$ cat src/hdl/pio_pkg.sv
// Purpose : shared constants for the port pin block
// Assumes : 25 pins, index 0 is P0.0 and index 24 is P3.0
// Notes   : peripheral signal order below is the matrix priority
package pio_pkg;

    // ************************************************
    // pin and signal counts
    // ************************************************
    localparam int NPIN = 25;               // P0.0 .. P3.0
    localparam int NSIG = 12;               // routable peripheral signals
    localparam int PIW  = 5;                // pin index width

    // ************************************************
    // fixed pin positions
    // ************************************************
    localparam logic [PIW-1:0] PIN_VREF   = 5'h00;  // P0.0
    localparam logic [PIW-1:0] PIN_OSC1   = 5'h02;  // P0.2
    localparam logic [PIW-1:0] PIN_OSC2   = 5'h03;  // P0.3
    localparam logic [PIW-1:0] PIN_SER_TX = 5'h04;  // P0.4
    localparam logic [PIW-1:0] PIN_SER_RX = 5'h05;  // P0.5
    localparam logic [PIW-1:0] PIN_DEBUG  = 5'h18;  // P3.0

    // ************************************************
    // peripheral signal indices, highest priority first
    // ************************************************
    localparam int SIG_SER_TX = 0;
    localparam int SIG_SER_RX = 1;
    localparam int SIG_SPI_CK = 2;
    localparam int SIG_SPI_MI = 3;
    localparam int SIG_SPI_MO = 4;
    localparam int SIG_SPI_SS = 5;
    localparam int SIG_SMB_DA = 6;
    localparam int SIG_SMB_CK = 7;
    localparam int SIG_CMP0   = 8;
    localparam int SIG_CMP1   = 9;
    localparam int SIG_CEX0   = 10;
    localparam int SIG_CEX1   = 11;

    // ************************************************
    // route select bit positions
    // ************************************************
    localparam int RS0_SER  = 0;
    localparam int RS0_SPI  = 2;
    localparam int RS0_SMB  = 3;
    localparam int RS0_CMP0 = 4;
    localparam int RS0_CMP1 = 6;
    localparam int RS1_CEX0 = 0;
    localparam int RS1_CEX1 = 1;

    // ************************************************
    // reset values
    // ************************************************
    localparam logic [NPIN-1:0] RST_PINS = 25'h0000000;
    localparam logic [NSIG-1:0] RST_SIGS = 12'h000;
    localparam logic [NPIN-1:0] RST_PULL = 25'h1ffffff;   // all pull-ups on

endpackage

$ cat src/hdl/pio_pin_cell.sv
// Purpose : driver and pull-up decision for one pin
// Assumes : purely combinational, registered by the caller
// Notes   : output enable high means the pad is being driven
`timescale 1ns/1ps
module pio_pin_cell (
    // configuration
    input  wire logic analog_mode,    // 1 = analog, 0 = digital
    input  wire logic push_pull,      // 1 = push-pull
    input  wire logic force_od,       // bus pins forced open-drain
    input  wire logic matrix_en,      // routing matrix enabled
    input  wire logic pull_gdis,      // global pull-up disable
    // output value
    input  wire logic drive_req,      // pin acts as an output
    input  wire logic out_value,      // logic value to present
    // pad control
    output logic      pad_val,        // level driven when enabled
    output logic      pad_en,         // driver active
    output logic      pull_on         // weak pull-up active
);

    // ************************************************
    // driver and pull-up
    // ************************************************
    // pull-up follows the driver: it is only wanted while the pad floats
    always_comb begin
        pad_val = 1'b0;
        pad_en  = 1'b0;
        pull_on = 1'b0;
        // analog wins over the reset default: an analog pad stays fully quiet
        if (analog_mode) begin
            pull_on = 1'b0;
        end else if (!matrix_en) begin
            pull_on = 1'b1;
        end else begin
            if (drive_req && push_pull && !force_od) begin
                pad_en  = 1'b1;
                pad_val = out_value;
            end else if (drive_req) begin
                pad_en  = !out_value;
                pad_val = 1'b0;
            end
            // floating pin is pulled high unless pull_gdis is set, a driven pin never is
            pull_on = !pad_en && !pull_gdis;
        end
    end

endmodule

$ cat src/hdl/pio_port.sv
// Functional notes
// input mode bit: 0 analog, 1 digital
// analog pin: no pull-up, driver, receiver
// analog pin always reads zero
// push-pull pin drives output value
// open-drain: only drives low
// floating digital pin gets weak pull-up
// pull-up off while driving low
// global disable turns all pull-ups off; code keeps them on while the matrix is disabled
// digital read returns sampled pad level
// pad state readable in every routing
// after reset: floating, pull-up, until enable
// skipped pin never claimed by matrix; code still gives skipped P0.4, P0.5 to the serial port
// only unskipped pins are matrix candidates
// software skips gpio, bypass, analog pins
// serial port fixed on P0.4, P0.5
// vref P0.0, oscillator P0.2, P0.3
// P3.0 is gpio and debug data
// route selects enable peripheral signals
// each signal takes lowest free pin
// serial bus pins always open-drain
// owned pin from peripheral, else latch
//
// Purpose : port pin cells plus priority routing matrix
// Assumes : pad inputs are asynchronous, all else on core_clk
// Notes   : every output is registered, so pads lag config by one cycle
`timescale 1ns/1ps
module pio_port
    import pio_pkg::*;
(
    // clock and reset
    input  wire logic            core_clk,
    input  wire logic            rst_n,
    // pin configuration
    input  wire logic [NPIN-1:0] pin_input_mode_bits,
    input  wire logic [NPIN-1:0] pin_output_mode_bits,
    input  wire logic [NPIN-1:0] crossbar_skip_bits,
    input  wire logic [NPIN-1:0] port_latch_out,
    // matrix control
    input  wire logic            pin_matrix_enable,
    input  wire logic            pullup_global_disable,
    input  wire logic [7:0]      peripheral_route_select_0,
    input  wire logic [7:0]      peripheral_route_select_1,
    input  wire logic [7:0]      peripheral_route_select_2,
    // peripheral side
    input  wire logic [NSIG-1:0] periph_out,
    input  wire logic [NSIG-1:0] periph_drive,
    output logic      [NSIG-1:0] periph_in,
    output logic      [NSIG-1:0] periph_placed,
    // two-wire debug data
    input  wire logic            debug_data_out,
    input  wire logic            debug_data_oe,
    output logic                 debug_data_in,
    // analog pin readiness
    output logic                 vref_pin_ready,
    output logic                 osc_first_ready,
    output logic                 osc_second_ready,
    // pads
    input  wire logic [NPIN-1:0] pad_in,
    output logic      [NPIN-1:0] pad_out,
    output logic      [NPIN-1:0] pad_oe,
    output logic      [NPIN-1:0] pad_pullup,
    output logic      [NPIN-1:0] pin_read
);

    // ************************************************
    // state
    // ************************************************
    typedef struct packed {
        logic [NPIN-1:0] sync1;        // first synchroniser stage
        logic [NPIN-1:0] sync2;        // second synchroniser stage
        logic [NPIN-1:0] pad_out;      // registered drive level
        logic [NPIN-1:0] pad_oe;       // registered driver enable
        logic [NPIN-1:0] pad_pullup;   // registered pull-up
        logic [NPIN-1:0] pin_read;     // port latch read value
        logic [NSIG-1:0] periph_in;    // peripheral input values
        logic [NSIG-1:0] placed;       // signal found a pin
        logic            debug_in;     // debug data read
        logic [2:0]      ana_ready;    // vref, osc1, osc2 ready
    } pio_state_s;

    pio_state_s state;                 // current state
    pio_state_s next_state;            // next state

    // ************************************************
    // routing matrix
    // ************************************************
    logic [NSIG-1:0] sig_en;               // enabled signals
    logic [NPIN-1:0] taken;                // pin claimed so far
    logic [NPIN-1:0] owned;                // pin owned by a signal
    logic [PIW-1:0]  sig_pin [NSIG];       // pin picked per signal
    logic [3:0]      pin_sig [NPIN];       // signal owning each pin
    logic            found;                // loop helper

    // signal enables from the route selects
    always_comb begin
        sig_en             = '0;
        sig_en[SIG_SER_TX] = peripheral_route_select_0[RS0_SER];
        sig_en[SIG_SER_RX] = peripheral_route_select_0[RS0_SER];
        sig_en[SIG_SPI_CK] = peripheral_route_select_0[RS0_SPI];
        sig_en[SIG_SPI_MI] = peripheral_route_select_0[RS0_SPI];
        sig_en[SIG_SPI_MO] = peripheral_route_select_0[RS0_SPI];
        sig_en[SIG_SPI_SS] = peripheral_route_select_0[RS0_SPI];
        sig_en[SIG_SMB_DA] = peripheral_route_select_0[RS0_SMB];
        sig_en[SIG_SMB_CK] = peripheral_route_select_0[RS0_SMB];
        sig_en[SIG_CMP0]   = peripheral_route_select_0[RS0_CMP0];
        sig_en[SIG_CMP1]   = peripheral_route_select_0[RS0_CMP1];
        sig_en[SIG_CEX0]   = peripheral_route_select_1[RS1_CEX0];
        sig_en[SIG_CEX1]   = peripheral_route_select_1[RS1_CEX1];
    end

    // priority walk: skipped pins look already taken to the matrix
    always_comb begin
        taken = crossbar_skip_bits;
        owned = '0;
        found = 1'b0;
        for (int p = 0; p < NPIN; p++) begin
            pin_sig[p] = 4'h0;
        end
        for (int s = 0; s < NSIG; s++) begin
            sig_pin[s] = 5'h00;
        end
        // serial port pins are fixed, not taken by priority
        if (sig_en[SIG_SER_TX]) begin
            sig_pin[SIG_SER_TX]  = PIN_SER_TX;
            sig_pin[SIG_SER_RX]  = PIN_SER_RX;
            taken[PIN_SER_TX]    = 1'b1;
            taken[PIN_SER_RX]    = 1'b1;
            owned[PIN_SER_TX]    = 1'b1;
            owned[PIN_SER_RX]    = 1'b1;
            pin_sig[PIN_SER_TX]  = 4'(SIG_SER_TX);
            pin_sig[PIN_SER_RX]  = 4'(SIG_SER_RX);
        end
        for (int s = SIG_SPI_CK; s < NSIG; s++) begin
            found = 1'b0;
            for (int p = 0; p < NPIN; p++) begin
                if (sig_en[s] && !found && !taken[p]) begin
                    found      = 1'b1;
                    taken[p]   = 1'b1;
                    owned[p]   = 1'b1;
                    sig_pin[s] = 5'(p);
                    pin_sig[p] = 4'(s);
                end
            end
        end
    end

    // ************************************************
    // pin cells
    // ************************************************
    logic [NPIN-1:0] cell_val;     // cell drive level
    logic [NPIN-1:0] cell_en;      // cell driver enable
    logic [NPIN-1:0] cell_pull;    // cell pull-up
    logic [NPIN-1:0] drive_req;    // pin wants to act as output
    logic [NPIN-1:0] out_value;    // value presented to the pin
    logic [NPIN-1:0] force_od;     // serial bus pins

    genvar g;
    generate
        for (g = 0; g < NPIN; g++) begin : g_pin
            // owner choice: peripheral, debug, or port latch
            always_comb begin
                force_od[g] = 1'b0;
                if (g == PIN_DEBUG && debug_data_oe) begin
                    drive_req[g] = 1'b1;
                    out_value[g] = debug_data_out;
                end else if (owned[g] && pin_matrix_enable) begin
                    drive_req[g] = periph_drive[pin_sig[g]];
                    out_value[g] = periph_out[pin_sig[g]];
                    force_od[g]  = (pin_sig[g] == 4'(SIG_SMB_DA)) ||
                                   (pin_sig[g] == 4'(SIG_SMB_CK));
                end else begin
                    drive_req[g] = 1'b1;
                    out_value[g] = port_latch_out[g];
                end
            end

            pio_pin_cell u_cell (
                .analog_mode (!pin_input_mode_bits[g]),
                .push_pull   (pin_output_mode_bits[g]),
                .force_od    (force_od[g]),
                .matrix_en   (pin_matrix_enable || (g == PIN_DEBUG && debug_data_oe)),
                .pull_gdis   (pullup_global_disable),
                .drive_req   (drive_req[g]),
                .out_value   (out_value[g]),
                .pad_val     (cell_val[g]),
                .pad_en      (cell_en[g]),
                .pull_on     (cell_pull[g])
            );
        end
    endgenerate

    // ************************************************
    // next state
    // ************************************************
    // reads come from the second synchroniser stage only
    always_comb begin
        next_state            = state;
        next_state.sync1      = pad_in;
        next_state.sync2      = state.sync1;
        next_state.pad_out    = cell_val;
        next_state.pad_oe     = cell_en;
        next_state.pad_pullup = cell_pull;
        // analog pins read zero, digital pins read the pad
        next_state.pin_read   = state.sync2 & pin_input_mode_bits;
        for (int s = 0; s < NSIG; s++) begin
            next_state.placed[s]    = sig_en[s] && pin_matrix_enable &&
                                      owned[sig_pin[s]] && (pin_sig[sig_pin[s]] == 4'(s));
            // an unplaced signal points at pin 0, so gate on placement, not enable
            next_state.periph_in[s] = next_state.placed[s] &&
                                      state.sync2[sig_pin[s]] &&
                                      pin_input_mode_bits[sig_pin[s]];
        end
        next_state.debug_in   = state.sync2[PIN_DEBUG] & pin_input_mode_bits[PIN_DEBUG];
        // analog functions need their pin analog and skipped
        next_state.ana_ready[0] = !pin_input_mode_bits[PIN_VREF] && crossbar_skip_bits[PIN_VREF];
        next_state.ana_ready[1] = !pin_input_mode_bits[PIN_OSC1] && crossbar_skip_bits[PIN_OSC1];
        next_state.ana_ready[2] = !pin_input_mode_bits[PIN_OSC2] && crossbar_skip_bits[PIN_OSC2];
    end

    // register update, synchronous reset to floating pins with pull-ups
    always_ff @(posedge core_clk) begin
        if (!rst_n) begin
            state            <= '0;
            state.pad_pullup <= RST_PULL;
            state.pin_read   <= RST_PINS;
            state.periph_in  <= RST_SIGS;
        end else begin
            state <= next_state;
        end
    end

    // ************************************************
    // outputs
    // ************************************************
    assign pad_out          = state.pad_out;
    assign pad_oe           = state.pad_oe;
    assign pad_pullup       = state.pad_pullup;
    assign pin_read         = state.pin_read;
    assign periph_in        = state.periph_in;
    assign periph_placed    = state.placed;
    assign debug_data_in    = state.debug_in;
    assign vref_pin_ready   = state.ana_ready[0];
    assign osc_first_ready  = state.ana_ready[1];
    assign osc_second_ready = state.ana_ready[2];

    // route select 2, bits 7:2 of select 1 and bits 7, 5 and 1 of select 0 are accepted but unused here
    logic unused_sel;
    assign unused_sel = ^{peripheral_route_select_2, peripheral_route_select_1[7:2],
                          peripheral_route_select_0[7], peripheral_route_select_0[5],
                          peripheral_route_select_0[1]};

endmodule

$ cat config.mk
export PLATFORM = sky130hd
export DESIGN_NAME = pio_port
export DESIGN_NICKNAME = d
export VERILOG_FILES = /design/src/hdl/pio_pkg.sv /design/src/hdl/pio_pin_cell.sv /design/src/hdl/pio_port.sv
export SDC_FILE = /design/constraint.sdc
export NUM_CORES = 2
export LEC_CHECK = 0
export BUFFER_PORTS_ARGS = -buffer_cell sky130_fd_sc_hd__buf_2
export CELL_PAD_IN_SITES_DETAIL_PLACEMENT = 0
export CELL_PAD_IN_SITES_GLOBAL_PLACEMENT = 1
export CORE_MARGIN = 2
export CORE_UTILIZATION = 33
export DETAILED_ROUTE_END_ITERATION = 6
export GPL_TIMING_DRIVEN = 0
export PLACE_DENSITY_LB_ADDON = 0.2
export SLEW_MARGIN = 10
export SYNTH_ARGS = -nofsm -noshare
export SYNTH_HDL_FRONTEND = slang
export SYNTH_SLANG_ARGS = --single-unit
$ cat constraint.sdc
create_clock -name core_clk -period 10.11 [get_ports core_clk]
set_input_delay 2.022 -clock core_clk [delete_from_list [all_inputs] [get_ports core_clk]]
set_output_delay 2.022 -clock core_clk [all_outputs]
set_load 0.05 [all_outputs]
; After elaboration in Yosys (flattened, before gate mapping)
; Index checks and enable logic that the tools add are counted.
[classes]
muxes = 1644
eq_ne = 61
order_cmp = 49
bitwise = 14
reduce_logical = 1294
[op_table]
columns = operator, count
row1 = two-way mux 5 bit, 225
row2 = two-way mux 1 bit, 1039
row3 = two-way mux 4 bit, 243
row4 = logical AND 1 bit, 648
row5 = zero test 1 bit, 569
row6 = binary-select mux 4 bit (select 5 bit), 12
row7 = == test 4 x 3 -> 1 bit (second input constant), 54
row8 = binary-select mux 1 bit (select 4 bit), 50
row9 = binary-select mux 1 bit (select 5 bit), 36
row10 = < comparator 4 x 5 -> 1 bit (second input constant), 25
row11 = AND reduction 4 bit, 25
row12 = AND reduction 3 bit, 25
row13 = greater-or-equal comparator 6 bit (second input constant), 12
row14 = two-way mux 2 bit, 35
row15 = < comparator 5 x 6 -> 1 bit (second input constant), 11
row16 = inverter 5 -> 6 bit, 11
row17 = logical OR 1 bit, 26
row18 = AND 25 bit, 1
row19 = == test 4 bit (second input constant), 4
row20 = two-way mux 3 bit, 3
row21 = == test 4 x 2 -> 1 bit (second input constant), 2
row22 = two-way mux 8 bit, 1
row23 = < comparator 3 x 6 -> 1 bit (second input constant), 1
row24 = inverter 3 -> 6 bit, 1
row25 = 3 further kinds, 3
[word_totals]
register_bits = 178
inputBits = 179
elab_cells = 3120

; Depth between registers and ports, before layout
[logic_depth]
word_depth = 139
ltp_mapped = 32
mapped_depth_nobuf = 22

; Modules after synthesis
; A second synthesis with hierarchy kept.
[hier_totals]
hier_cells = 3800
hier_area_um2 = 25235.5
[by_module_without_submodules]
columns = mod, instances, area_per_inst_um2, cells_per_inst, seq_area_each_um2
row1 = pio_port, 1, 23953.0, 3625, 3543.4
row2 = pio_pin_cell, 25, 51.3, 7, 0.0

; Worst setup path after synthesis
; No wires, ideal clock.
[synth_timing]
kind = input port to flip-flop
start = input crossbar_skip_bits[2]
end = register periph_in[11] (netlist name)
t_arrival_ns = 8.053
n_path_buf = 4
cell_stages = 26
setup_slack_ns = 1.935
setup_ns = 0.122
cell_sequence = buf_4 -> o211a_2 -> o21ai_1 -> buf_4 -> a31oi_4 -> a2111oi_2 -> o22ai_2 -> a31oi_1 -> a31oi_4 -> maj3_2 -> and3_1 -> o2111a_1 -> nor3_1 -> nor4_4 -> or4b_1 -> buf_2 -> a211oi_1 -> o31ai_2 -> or2_2 -> o211a_4 -> buf_6 -> mux2i_1 -> mux2i_1 -> mux2i_1 -> mux2_2 -> a311o_1
[synth_between]
elab_chain_cells = 126
elab_cells_between_ends = 1803
[synth_rtl]
columns = element, line_no
row1 = "start, declared", pio_port.sv:37  ; input wire logic [NPIN-1:0] crossbar_skip_bits,
row2 = zero test 1 bit, pio_port.sv:137  ; if (sig_en[s] && !found && !taken[p]) begin
row3 = logical AND 1 bit, pio_port.sv:137
row4 = two-way mux 1 bit, pio_port.sv:137
row5 = zero test 1 bit, pio_port.sv:137
row6 = logical AND 1 bit, pio_port.sv:137
row7 = two-way mux 1 bit or logical AND 1 bit (tied branches), pio_port.sv:137
row8 = zero test 1 bit or two-way mux 1 bit (tied branches), pio_port.sv:137
row9 = logical AND 1 bit or zero test 1 bit (tied branches), pio_port.sv:137
row10 = (+109 left out), -
row11 = two-way mux 5 bit, pio_port.sv:137
row12 = inverter 5 -> 6 bit (implied by the code), pio_port.sv:208  ; owned[sig_pin[s]] && (pin_sig[sig_pin[s]] == 4'(s));
row13 = binary-select mux 4 bit (select 5 bit), pio_port.sv:208
row14 = two-way mux 4 bit (implied by the code) (2 in a row), pio_port.sv:208
row15 = == test 4 bit, pio_port.sv:208
row16 = logical AND 1 bit, pio_port.sv:208
row17 = logical AND 1 bit, pio_port.sv:210  ; next_state.periph_in[s] = next_state.placed[s] &&
row18 = logical AND 1 bit *, pio_port.sv:211  ; state.sync2[sig_pin[s]] &&
; Every way passes the cells marked *; elsewhere a longest branch is shown, timed or not. The select of a mux whose other input is x is not followed.
; A chain may end at the register's enable or synchronous reset.

; Worst setup path after layout
[layout_timing]
start = input crossbar_skip_bits[0]
end = register pad_pullup[24] (netlist name)
[layout_between]
elab_chain_cells = 139
elab_cells_between_ends = 1467
[layout_rtl]
columns = element, line_no
row1 = zero test 1 bit, pio_port.sv:137
row2 = logical AND 1 bit, pio_port.sv:137
row3 = two-way mux 1 bit, pio_port.sv:137
row4 = zero test 1 bit, pio_port.sv:137
row5 = logical AND 1 bit, pio_port.sv:137
row6 = two-way mux 1 bit or logical AND 1 bit (tied branches), pio_port.sv:137
row7 = zero test 1 bit or two-way mux 1 bit (tied branches), pio_port.sv:137
row8 = logical AND 1 bit or zero test 1 bit (tied branches), pio_port.sv:137
row9 = (+123 left out), -
row10 = two-way mux 1 bit or logical AND 1 bit (tied branches), "pio_pin_cell.sv:38, pio_pin_cell.sv:35"
row11 = two-way mux 1 bit *, pio_pin_cell.sv:35  ; if (drive_req && push_pull && !force_od) begin
row12 = two-way mux 1 bit *, pio_pin_cell.sv:32  ; end else if (!matrix_en) begin
row13 = two-way mux 1 bit *, pio_pin_cell.sv:30  ; if (analog_mode) begin
row14 = zero test 1 bit *, pio_pin_cell.sv:43  ; pull_on = !pad_en && !pull_gdis;
row15 = logical AND 1 bit *, pio_pin_cell.sv:43
row16 = two-way mux 1 bit *, pio_pin_cell.sv:32
row17 = two-way mux 1 bit *, pio_pin_cell.sv:30
; Marked as above.

==> metrics <==
initial antenna violation count 10; post-synthesis sequential area ratio 0.140; post-DP HPWL 129 mm; asr flop ratio synth 0; Final period util 0.977; Post-CTS Hold Buffers 0; Avg Synthesized Cell Area around 7 sq um; Final #Nets 4141; final setup fails 0; HP Class reg -> reg; Syn Inst Count between 3000 and 4000; Arr. time, crit path about 10000 ps; Crit path depth 27; Synth Net Count 3840; largest net degree at the start of global routing 20; Layout Skew ~12 ps; CTS tree yes; failing checks design-rule violations; CTS Buffer Depth 2; Hold Vio Cnt, Final 0; die area 79000 sq um; CTS root buffer clkbuf_16; fin crit period 9870 ps; clk sinks ~180; Post-synth EDFFs 0; Slowest cell on crit path a2111oi_4; maximum vdd drop around 0.095 mV; synth-to-layout area growth 14.2%; share of cells above drive strength 1 0.193; number of library cell types mapped by synthesis 135; Buffers on Ports 266; max-cap violation count 0; synth warn 0; GRT Max-Usage Layer met2; Top FF cell, synth dfxtp_1; leakage 11.2 nW; fmax 101 MHz; Largest delay share family, worst path compound AO/OA/AOI/OAI gates; Final Wtd Congestion between 1 and 1.5; r2r worst-path depth 10; CORE AREA about 76000 sq um; Cells on Worst Hold Path 1; number of DRC markers in iteration 0 4438; mapped cell area 25300 sq um; Remaining DRCs 30; Critical Path RT 10410 ps; critical path type in -> reg; Vias 32800; cell repeated most along the worst path buf_2; met3 global-route usage 0.0584; Clk Latency, worst-skew pair 470 ps; WP buf/inv 6; worst-margin pin slew 1410 ps; Rows 101; CTS buffer count 17; DIE WIDTH 281 um; Post-Route WL 159 mm; utilization after layout 0.381; Critical Path Max Stage Delay approximately 600 ps; vias in the first global route 29400; DR pass1 iterations 7; post-route ant nets 0; Slew HR 0.0583; Setup crit start kind input port; M1 GR Usage 0.519; global-route wire length before repair roughly 220 mm; Worst-path clk slew ~70 ps; Avg Vias per Cell 6.54; Routed WL per cell around 32 um; GRT overflow 0; type of destination of the critical path flip-flop; M2 GR Usage 0.576; Max Slew Vio Count 0; Ports a little over 300; H-tree level count 4; Final TNS setup 0 ps; run status finished with violations; crit-path max FO 10; global-route total usage across every layer 0.389; power per cell area between 100 and 150 nW/um^2; synthesized flop and latch total 177; Starting Density 0.334; Die Y-Extent around 280 um
==> path summary, 6_finish.rpt <==
path	start	endpoint	slack, ps
min reg2reg	next_state[141]	state[141]	440
max reg2reg	state[129]	periph_in[3]	7590
min	next_state[141]	state[141]	440
max	crossbar_skip_bits[0]	pad_pullup[24]	240
==> power by group <==
part | total (mW) | leakage (nW) | internal (mW) | switching (mW)
Combinational | 1.47 | 9.45 | 0.442 | 1.02
Clock | 0.697 | 0.299 | 0.357 | 0.340
Sequential | 0.739 | 1.45 | 0.726 | 0.0132
==> flip-flops by register name, summed over array words and instances, names as in the netlist <==
name	flops
state	25
periph_in	12
pin_read	25
pad_out	25
osc_first_ready	1
osc_second_ready	1
pad_oe	25
pad_pullup	25
next_state	25
periph_placed	12
vref_pin_ready	1
==> cell families after synthesis <==
logic type | count (synthesis) | share of synthesized area
simple gates | 1451 | 0.277
compound gates | 1308 | 0.365
buf+inv | 437 | 0.0899
mux | 237 | 0.109
flops | 177 | 0.140
xor+xnor | 27 | 0.00933
fa+ha+maj | 24 | 0.00978
==> layout by cell type, fill, tap and decap left out, types with 24 or more instances in the layout <==
master / instances
inv_1: 52
mux4_2: 26
a211oi_1: 77
nor2b_1: 35
dfxtp_1: 177
a31oi_1: 70
o21a_1: 27
o21ai_1: 24
a21o_1: 24
o211ai_1: 89
mux2i_1: 158
nand2b_1: 27
o21ai_0: 261
nand2_1: 426
and2_1: 75
xnor2_1: 26
clkbuf_1: 180
a22oi_1: 30
nand4_1: 36
nand3_1: 152
nor3_1: 109
buf_4: 151
buf_2: 312
a21oi_1: 310
mux2_2: 50
nor2_1: 378
and3_1: 43
==> stage by stage <==
stage	worst slack, ps	hold WS (ps)	area [sq um]	cells	power [mW]
6_report	235	438	28900	5010	2.90
2_1_floorplan	1940	412	25300	3661	1.66
3_3_place_gp	-1920	416	28000	4957	2.15
4_1_cts	114	436	28800	5004	2.85
3_5_place_dp	-311	420	28200	4972	2.15
5_1_grt	-1.92	450	28900	5006	3.01
==> cells in the mapped netlist (30+ instances only) <==
library cell	number	area [sq um]
a31oi_1	72	450
and3_1	43	269
and2_1	75	469
mux2i_1	158	1580
nor2_1	379	1420
o211ai_1	89	668
buf_4	143	1070
inv_1	52	195
dfxtp_1	177	3540
nand4_1	36	225
a22oi_1	30	225
nand3_1	152	761
clkbuf_1	180	676
nand2_1	427	1600
a211oi_1	81	608
buf_2	41	205
a21oi_1	311	1560
nor2b_1	35	219
nor3_1	111	556
o21ai_0	261	1310
mux2_2	50	563
==> what timing repair did <==
action | 4_1_cts | 5_1_grt
gates resized for setup | 0 | 22
buffers inserted | 0 | 1
endpoints found under the setup margin | 0 | 20
==> layout make-up <==
type,count,area [sq um]
fillers,8470,47000
multi-input cells,3047,19700
flip-flops and latches,177,3540
plain buffers,383,2080
repair buffers,282,1460
well taps,1030,1290
clock buffers,18,429
inverters,54,203
clock inverters,14,189
diodes,5,12.5
==> metal layers <==
metal	routed length, um	part of all wire	vias to the layer above
li1	-	-	14400
met1	64900	0.41	15900
met2	66200	0.42	2083
met3	15100	0.095	384
met4	12800	0.080	2
met5	12	0.000075	-
Power figures use the tool's default switching activity.
